==> src/hw/rdc_pkg.sv <==
/*
 Package for the relay drive control block: register offsets,
 field positions, reset values and carrier types.
 Assumes a single synchronous clock domain and a plain register port.
*/
package rdc_pkg;
    localparam int          RELAY_COUNT   = 4;
    localparam int          ADDR_W        = 4;
    localparam logic [3:0]  ADDR_RELAY1   = 4'h0;
    localparam logic [3:0]  ADDR_RELAY2   = 4'h1;
    localparam logic [3:0]  ADDR_RELAY3   = 4'h2;
    localparam logic [3:0]  ADDR_RELAY4   = 4'h3;
    localparam logic [3:0]  ADDR_ALL      = 4'h4;
    localparam logic [3:0]  ADDR_PENDING  = 4'h5;
    localparam logic [3:0]  ADDR_LIST     = 4'h6;
    localparam int          FIELD_VALUE   = 0;
    localparam logic [3:0]  RELAY_RESET   = 4'h0;
    localparam logic [31:0] READ_UNMAPPED = 32'h00000000;

    typedef struct packed {
        logic        write;
        logic        read;
        logic [3:0]  addr;
        logic [31:0] wdata;
    } rdc_bus_t;

    typedef struct packed {
        logic       edit;
        logic [1:0] index;
        logic       value;
        logic       commit;
        logic       cancel;
    } rdc_panel_t;
endpackage

==> src/hw/rdc_relay_driver_control.sv <==
/*
 Relay drive control: four relay bits, per-relay remote writes,
 staged front-panel edits with commit and cancel, state list readout.
 Assumes panel strobes come from logic on core_clk, one cycle long.
*/
// Our own choices: the strobed register port and the placing of the registers.
// Operation
// RULE1 - Four independent relay bits, separately changeable
// RULE2 - One energizes coil, zero de-energizes
// RULE3 - All relays open after reset
// RULE4 - Remote write per relay, one closes
// RULE5 - Panel edits staged, applied together on commit
// RULE6 - Cancel restores pending copy, outputs unchanged
// RULE7 - Readout lists index and value pairs
// RULE8 - Committed bits hold until changed
`timescale 1ns/1ps
module rdc_relay_driver_control (
    input  wire logic                     core_clk,
    input  wire logic                     reset,
    input  wire rdc_pkg::rdc_bus_t        bus,
    input  wire rdc_pkg::rdc_panel_t      panel,
    output logic [31:0]                   readData,
    output logic [3:0]                    relayDrive
);
    logic [3:0]  pending;
    logic [3:0]  next_drive;
    logic [3:0]  next_pending;
    logic [31:0] next_read;
    logic [11:0] pairList;
    logic        remoteHit;

    // Remote write decode
    always_comb begin
        next_drive = relayDrive;
        remoteHit  = 1'b0;
        if (bus.write) begin
            case (bus.addr)
                rdc_pkg::ADDR_RELAY1: begin
                    next_drive[0] = bus.wdata[rdc_pkg::FIELD_VALUE]; // see RULE4
                    remoteHit     = 1'b1;
                end
                rdc_pkg::ADDR_RELAY2: begin
                    next_drive[1] = bus.wdata[rdc_pkg::FIELD_VALUE]; // see RULE4
                    remoteHit     = 1'b1;
                end
                rdc_pkg::ADDR_RELAY3: begin
                    next_drive[2] = bus.wdata[rdc_pkg::FIELD_VALUE]; // see RULE4
                    remoteHit     = 1'b1;
                end
                rdc_pkg::ADDR_RELAY4: begin
                    next_drive[3] = bus.wdata[rdc_pkg::FIELD_VALUE]; // see RULE4
                    remoteHit     = 1'b1;
                end
                rdc_pkg::ADDR_ALL: begin
                    next_drive = bus.wdata[3:0];
                    remoteHit  = 1'b1;
                end
                default: begin
                    remoteHit = 1'b0;
                end
            endcase
        end
        if (panel.commit) begin
            next_drive = pending; // see RULE5
        end
    end

    // Drive register, one bit per relay, high energizes
    always_ff @(posedge core_clk) begin
        if (reset) begin
            relayDrive <= rdc_pkg::RELAY_RESET; // see RULE3
        end else begin
            relayDrive <= next_drive; // see RULE1, see RULE2, see RULE8
        end
    end

    // Pending copy of panel edits
    always_comb begin
        next_pending = pending;
        if (panel.cancel) begin
            next_pending = relayDrive; // see RULE6
        end else if (panel.edit) begin
            next_pending[panel.index] = panel.value; // see RULE5
        end else if (remoteHit && !panel.commit) begin
            next_pending = next_drive;
        end
    end

    always_ff @(posedge core_clk) begin
        if (reset) begin
            pending <= rdc_pkg::RELAY_RESET;
        end else begin
            pending <= next_pending;
        end
    end

    // Index and value pairs, relay 1 in lowest triple
    always_comb begin
        for (int i = 0; i < rdc_pkg::RELAY_COUNT; i++) begin
            pairList[i*3 +: 3] = {2'(i), relayDrive[i]}; // see RULE7
        end
    end

    always_comb begin
        next_read = rdc_pkg::READ_UNMAPPED;
        case (bus.addr)
            rdc_pkg::ADDR_RELAY1:  next_read = {31'h0, relayDrive[0]};
            rdc_pkg::ADDR_RELAY2:  next_read = {31'h0, relayDrive[1]};
            rdc_pkg::ADDR_RELAY3:  next_read = {31'h0, relayDrive[2]};
            rdc_pkg::ADDR_RELAY4:  next_read = {31'h0, relayDrive[3]};
            rdc_pkg::ADDR_ALL:     next_read = {28'h0, relayDrive};
            rdc_pkg::ADDR_PENDING: next_read = {28'h0, pending};
            rdc_pkg::ADDR_LIST:    next_read = {20'h0, pairList}; // see RULE7
            default:               next_read = rdc_pkg::READ_UNMAPPED;
        endcase
    end

    always_ff @(posedge core_clk) begin
        if (reset) begin
            readData <= 32'h00000000;
        end else if (bus.read) begin
            readData <= next_read;
        end else begin
            readData <= 32'h00000000;
        end
    end

    // Reset checks
    a_reset_open: assert property (@(posedge core_clk) // see RULE3
        reset |=> relayDrive == 4'h0)
        else $error("relays not open after reset");
    a_pending_reset: assert property (@(posedge core_clk) // see RULE3
        reset |=> pending == 4'h0)
        else $error("pending not cleared by reset");

    // Remote write checks
    a_remote_r1: assert property (@(posedge core_clk) disable iff (reset) // see RULE4
        bus.write && bus.addr == rdc_pkg::ADDR_RELAY1 && !panel.commit
        |=> relayDrive[0] == $past(bus.wdata[0])
            && relayDrive[3:1] == $past(relayDrive[3:1]))
        else $error("relay 1 write touched wrong bit");
    a_remote_one: assert property (@(posedge core_clk) disable iff (reset) // see RULE4
        bus.write && bus.addr == rdc_pkg::ADDR_RELAY2 && !panel.commit
        |=> relayDrive[1] == $past(bus.wdata[0]) && relayDrive[0] == $past(relayDrive[0])
            && relayDrive[3:2] == $past(relayDrive[3:2]))
        else $error("relay write touched wrong bit");
    a_remote_r3: assert property (@(posedge core_clk) disable iff (reset) // see RULE4
        bus.write && bus.addr == rdc_pkg::ADDR_RELAY3 && !panel.commit
        |=> relayDrive[2] == $past(bus.wdata[0]) && relayDrive[3] == $past(relayDrive[3])
            && relayDrive[1:0] == $past(relayDrive[1:0]))
        else $error("relay 3 write touched wrong bit");
    a_remote_r4: assert property (@(posedge core_clk) disable iff (reset) // see RULE4
        bus.write && bus.addr == rdc_pkg::ADDR_RELAY4 && !panel.commit
        |=> relayDrive[3] == $past(bus.wdata[0])
            && relayDrive[2:0] == $past(relayDrive[2:0]))
        else $error("relay 4 write touched wrong bit");
    a_all_write: assert property (@(posedge core_clk) disable iff (reset) // see RULE4
        bus.write && bus.addr == rdc_pkg::ADDR_ALL && !panel.commit
        |=> relayDrive == $past(bus.wdata[3:0]))
        else $error("group write not applied");
    a_refused_write: assert property (@(posedge core_clk) disable iff (reset) // see RULE8
        bus.write && bus.addr > rdc_pkg::ADDR_ALL && !panel.commit
        |=> $stable(relayDrive))
        else $error("unmapped write changed drive");

    // Panel staging checks
    a_commit_apply: assert property (@(posedge core_clk) disable iff (reset) // see RULE5
        panel.commit |=> relayDrive == $past(pending))
        else $error("commit did not apply pending");
    a_edit_staged: assert property (@(posedge core_clk) disable iff (reset) // see RULE5
        panel.edit && !panel.commit && !bus.write |=> $stable(relayDrive))
        else $error("edit reached outputs early");
    a_edit_pending: assert property (@(posedge core_clk) disable iff (reset) // see RULE5
        panel.edit && !panel.cancel
        |=> pending[$past(panel.index)] == $past(panel.value))
        else $error("edit not held in pending");
    a_cancel_restore: assert property (@(posedge core_clk) disable iff (reset) // see RULE6
        panel.cancel && !panel.commit && !bus.write
        |=> pending == relayDrive && $stable(relayDrive))
        else $error("cancel did not restore");
    a_cancel_copy: assert property (@(posedge core_clk) disable iff (reset) // see RULE6
        panel.cancel |=> pending == $past(relayDrive))
        else $error("cancel did not copy drive");
    a_pending_refresh: assert property (@(posedge core_clk) disable iff (reset) // see RULE6
        bus.write && bus.addr <= rdc_pkg::ADDR_ALL
        && !panel.commit && !panel.edit && !panel.cancel
        |=> pending == relayDrive)
        else $error("pending not refreshed by remote write");

    // Hold check
    a_hold_drive: assert property (@(posedge core_clk) disable iff (reset) // see RULE8
        !bus.write && !panel.commit |=> $stable(relayDrive))
        else $error("drive changed without cause");

    // Readout checks
    a_list_pairs: assert property (@(posedge core_clk) disable iff (reset) // see RULE7
        bus.read && bus.addr == rdc_pkg::ADDR_LIST
        |=> readData[11:9] == {2'h3, $past(relayDrive[3])}
            && readData[2:0] == {2'h0, $past(relayDrive[0])})
        else $error("pair list wrong");
    a_list_mid: assert property (@(posedge core_clk) disable iff (reset) // see RULE7
        bus.read && bus.addr == rdc_pkg::ADDR_LIST
        |=> readData[8:6] == {2'h2, $past(relayDrive[2])}
            && readData[5:3] == {2'h1, $past(relayDrive[1])} && readData[31:12] == 20'h0)
        else $error("pair list middle wrong");
    a_all_read: assert property (@(posedge core_clk) disable iff (reset) // see RULE1
        bus.read && bus.addr == rdc_pkg::ADDR_ALL
        |=> readData == {28'h0, $past(relayDrive)})
        else $error("group read wrong");
    a_read_pending: assert property (@(posedge core_clk) disable iff (reset) // see RULE5
        bus.read && bus.addr == rdc_pkg::ADDR_PENDING
        |=> readData == {28'h0, $past(pending)})
        else $error("pending read wrong");
    a_read_idle: assert property (@(posedge core_clk) disable iff (reset) // see RULE7
        !bus.read |=> readData == 32'h0)
        else $error("read data outside slot");

    // Scenario covers
    c_commit:  cover property (@(posedge core_clk) disable iff (reset)
        panel.edit ##[1:4] panel.commit);
    c_cancel:  cover property (@(posedge core_clk) disable iff (reset)
        panel.edit ##[1:4] panel.cancel);
    c_remote:  cover property (@(posedge core_clk) disable iff (reset)
        bus.write && bus.addr == rdc_pkg::ADDR_RELAY4 && bus.wdata[0]);
    c_all:     cover property (@(posedge core_clk) disable iff (reset)
        bus.write && bus.addr == rdc_pkg::ADDR_ALL);
    c_both:    cover property (@(posedge core_clk) disable iff (reset)
        panel.commit && bus.write);
endmodule

==> config.mk <==
export PLATFORM = sky130hd
export DESIGN_NAME = rdc_relay_driver_control
export DESIGN_NICKNAME = d
export VERILOG_FILES = /design/src/hw/rdc_pkg.sv /design/src/hw/rdc_relay_driver_control.sv
export SDC_FILE = /design/constraint.sdc
export NUM_CORES = 1
export LEC_CHECK = 0
export ABC_AREA = 1
export BUFFER_PORTS_ARGS = -buffer_cell sky130_fd_sc_hd__buf_2
export CORE_UTILIZATION = 40
export CTS_CLUSTER_SIZE = 20
export DETAILED_ROUTE_END_ITERATION = 10
export MAX_ROUTING_LAYER = met4
export PLACE_DENSITY = 0.88
export SYNTH_ARGS = -nofsm -noshare
export SYNTH_HDL_FRONTEND = slang
export SYNTH_SLANG_ARGS = --single-unit
export TNS_END_PERCENT = 5
==> constraint.sdc <==
create_clock -name core_clk -period 1.4 [get_ports core_clk]
set_clock_uncertainty 0.1 [all_clocks]
set_input_delay 0.14 -clock core_clk [delete_from_list [all_inputs] [get_ports core_clk]]
set_output_delay 0.14 -clock core_clk [all_outputs]
set_load 0.05 [all_outputs]
**Yosys cells after proc, flatten, opt, wreduce, memory -nomap -nowiden**

Index checks and enable logic that the tools add are counted.

- Input port bits: 46
- Word-level logic and storage cells: 35
- Register bits: 40

- Equality and inequality tests: 6
- Mux-type cells: 15
- $lt $le $gt $ge: 2
- Reduce and logical (&&, ||, !) cells: 8
- Bitwise logic cells: 1

Operator list:

| kind | count |
|---|---|
| $pmux 12 s7 | 1 |
| $mux 4 | 5 |
| $eq 4x3->1 const B | 3 |
| $eq 4x2->1 const B | 2 |
| $pmux 1 s2 | 3 |
| $reduce_or 5->1 | 1 |
| $bwmux 4 | 1 |
| $eq 4x1->1 const B | 1 |
| $logic_not 4->1 | 1 |
| $mux 1 | 4 |
| $reduce_or 2->1 | 2 |
| $lt 2x3->1 const B | 1 |
| $reduce_bool 3->1 | 1 |
| $demux 1 s2 | 1 |
| $ge 2x1->1 const B | 1 |
| $logic_and 1x1->1 | 2 |
| $logic_not 1->1 | 1 |
| $not 1->1 | 1 |

**Depth between registers and ports, before layout**

- Depth after elaboration: 8
- Mapped depth: 9

**Worst setup path before layout**

Ideal clock, no wire load.

- Path type: reg2reg
- Start: register relayDrive[2]
- End: register pending[2]
- Buffers on the path: 0
- Setup time: 0.066 ns
- Path slack: 0.068 ns
- Cell stages (with the launch flop): 7
- Period minus slack after synthesis: 1.332 ns
- Arrival: 1.166 ns
- Path through: dfxtp_1 > inv_1 > nor2_1 > nand2_1 > nand3_1 > nand2_1 > a21oi_2

- Cells in the longest elaborated chain, start to end: 6

RTL lines:

| what | RTL line | text |
|---|---|---|
| start: declaration | rdc_relay_driver_control.sv:23 | `output logic [3:0] relayDrive` |
| start signal: assignment | rdc_relay_driver_control.sv:71 | `relayDrive <= rdc_pkg::RELAY_RESET;` |
| start signal: assignment | rdc_relay_driver_control.sv:73 | `relayDrive <= next_drive;` |
| $pmux 1 s2 | rdc_relay_driver_control.sv:37 | `case (bus.addr)` |
| $mux 4 | rdc_relay_driver_control.sv:36 | `if (bus.write) begin` |
| $mux 4 | rdc_relay_driver_control.sv:63 | `if (panel.commit) begin` |
| $mux 4 | rdc_relay_driver_control.sv:84 | `end else if (remoteHit && !panel.commit) begin` |
| $mux 4 | rdc_relay_driver_control.sv:82 | `end else if (panel.edit) begin` |
| $mux 4 (*) | rdc_relay_driver_control.sv:80 | `if (panel.cancel) begin` |
| end signal: assignment | rdc_relay_driver_control.sv:91 | `pending <= rdc_pkg::RELAY_RESET;` |
| end signal: assignment | rdc_relay_driver_control.sv:93 | `pending <= next_pending;` |
| end: declaration | rdc_relay_driver_control.sv:25 | `logic [3:0] pending;` |

Every way passes the cells marked *; elsewhere a longest branch is shown, timed or not. The select of a mux whose other input is x is not followed.
A chain may end at the register's enable or synchronous reset.

**Worst setup path after layout**

- Start: register relayDrive[0]
- End: output relayDrive[0]

No word-level cell between the ends.

==> results.py <==
metrics = {
    "outcome": {
        "outcome": "completed",
    },
    "clock_tree": {
        "numCtsBuffers": 3,
        "cts-htree-levels": 1,
        "cts_root_buf": "clkbuf_4",
        "cts.clk_slew.worst_paths_ns": 0.09,
        "cts_setup_buffers": 0,
        "worstSkewPairLatency_ns": 0.28,
        "post_cts_resize_count": 0,
        "ctsLongestPathBuffers": 2,
        "cts_hold_buf": 1,
        "cts_sinks": 15,
        "cts_tree": "yes",
    },
    "routing": {
        "drt_first_pass_iters": 7,
        "drc": 0,
        "postRouteWirelength_um": 2220,
        "via_per_inst": 4.59,
        "drt_iter0_drc": 32,
        "vias": 1120,
        "antenna_left": 0,
        "routedWlPerCell_um": 9.11,
    },
    "sta": {
        "fmax_mhz": 820,
        "setup_viol": 0,
        "hold_viol": 0,
        "fin_crit_sh": 0.871,
        "tns_ns": 0,
        "finalWorstSetupSlack_ns": 0.180,
        "rsz0062_at_grt": "no",
        "drv_slew": 0,
        "finalCriticalPeriod_ns": 1.22,
    },
    "placement": {
        "hpwl_um": 1860,
        "gp_congestion": 0.858,
        "placement.io_buffers": 31,
        "dp_slack_ns": 0.162,
    },
    "critical_path": {
        "path_cells": "buf_2",
        "cp_slowest_stage_delay_ns": 0.41,
        "path_class": "reg2out",
        "cp_top_family": "flip-flops",
        "path_max_fanout": 4,
        "reg2reg_slack_ns": 0.37,
        "slowest_stage": "dfxtp_1",
        "cp-start-kind": "register",
        "crit_required_ns": 1.16,
        "critPathArrivalTime_ns": 0.98,
        "worst-path-buf-inv": 1,
        "cp-end-kind": "output pin",
    },
    "synth": {
        "synthFlopType": "dfxtp_1",
        "synth.lib_cells_used.distinct": 20,
        "synth_area_leader_cell": "dfxtp_1",
        "ys_seq_area_frac": 0.267,
        "synth_edf_count": 0,
        "netlist_top_cells_count": "nand2_1, buf_4, inv_1, nor2_1, dfxtp_1",
        "ys_warn_count": 0,
        "post-synth-top-count-cell": "nand2_1",
        "synthTopCellsByArea": "dfxtp_1, nand2_1, buf_4",
        "synth_area_sq_um": 1120,
        "async_reset_ff_frac": 0,
        "avgSynthCellArea_sq_um": 6.21,
        "synth_top_area_frac": 0.267,
        "syn-instance-count": 181,
        "ys_ff_latch": 15,
    },
    "global_routing": {
        "grt_max_degree": 10,
        "grt_antenna_before_repair": 0,
        "grt_pass1_wl_um": 3750,
        "track_usage": 0.174,
        "grt_pass1_vias": 920,
        "grt-ovfl-total": 0,
    },
    "die": {
        "fp.coreArea_sq_um": 2570,
        "die_y_um": 55,
        "die_w_um": 55,
        "dieArea_sq_um": 3030,
        "fp-row-count": 18,
        "io_pins": 82,
        "start_util": 0.438,
    },
    "power_and_ir_drop": {
        "vdd_drop_max_v": 0.000483,
        "power.density_nw_per_um2": 823,
        "p_leak_uw": 0.000690,
    },
    "job": {
        "cap_viol_max_count": 0,
    },
    "finish": {
        "syn2layout_area_growth_pct": 11.7,
        "insertedDiodeCount": 0,
        "nets": 261,
        "drive_gt1_frac": 0.234,
        "n_fill_cell": 286,
    },
    "hold_path": {
        "min-delay-path-class": "in2reg",
    },
}
[kinds of logic (layout without fill, tap and decap cells)]
| kind of cell | Yosys count | count (layout) | share of synthesized area |
|---|---|---|---|
| simple gates | 93 | 93 | 0.356 |
| buf+inv | 51 | 63 | 0.255 |
| compound gates | 21 | 21 | 0.118 |
| flops | 15 | 15 | 0.267 |
| other cells | 1 | 22 | 0.00334 |
[per-stage QoR]
stage          utilization  cell area [sq um]  hold WS (ns)  std cells  power (uW)
5_1_grt              0.489               1250         0.117        244        1100
6_report             0.489               1250        0.0799        244        1030
3_5_place_dp         0.474               1220         0.276        239         796
4_1_cts              0.489               1250        0.0767        244        1040
2_1_floorplan            -               1200         0.109        202         775
3_3_place_gp         0.474               1220         0.272        239         793
[registers in the layout (all words and copies together) (netlist names)]
name	flops
pending	4
readData	7
relayDrive	4
[metal layers]
layer,routed length (um),vias up,track usage
li1,-,587,-
met1,914,482,0.206
met2,1110,49,0.305
met3,184,2,0.0219
met4,17,0,0.0542
met5,0,-,-
[layout make-up]
cell class / count / area [sq um] / area share
clock buffers: 3 / 22.5 / 0.0179
clock inverters: 1 / 5.00 / 0.00399
inverters: 25 / 93.8 / 0.0748
multi-input cells: 136 / 616 / 0.491
flip-flops and latches: 15 / 300 / 0.239
well taps: 30 / 37.5 / 0.0299
repair buffers: 34 / 180 / 0.144
[cell usage in the layout, fill, tap and decap left out, types with 4 or more instances in the layout]
cell type,Yosys,routed
o22ai_1,8,8
nand3_1,11,11
buf_2,1,31
nor2_1,16,16
nand2_1,56,56
dfxtp_1,15,15
a21oi_1,4,4
conb_1,1,22
inv_1,22,22
[where the power goes]
| part | switching (uW) | internal (uW) | total (uW) |
|---|---|---|---|
| clock | 136 | 106 | 242 |
| sequential | 7.92 | 442 | 450 |
| combinational | 268 | 72.7 | 341 |
| total | 413 | 620 | 1030 |
[worst paths after layout]
check                                    from            end  depth (start not counted)
worst max-delay path            relayDrive[0]  relayDrive[0]                          1
worst min-delay path                    reset     pending[3]                          4
worst max register to register  relayDrive[0]     pending[0]                          5
worst min register to register     pending[0]  relayDrive[0]                          2
No activity file was read; power rests on OpenSTA's default activity.
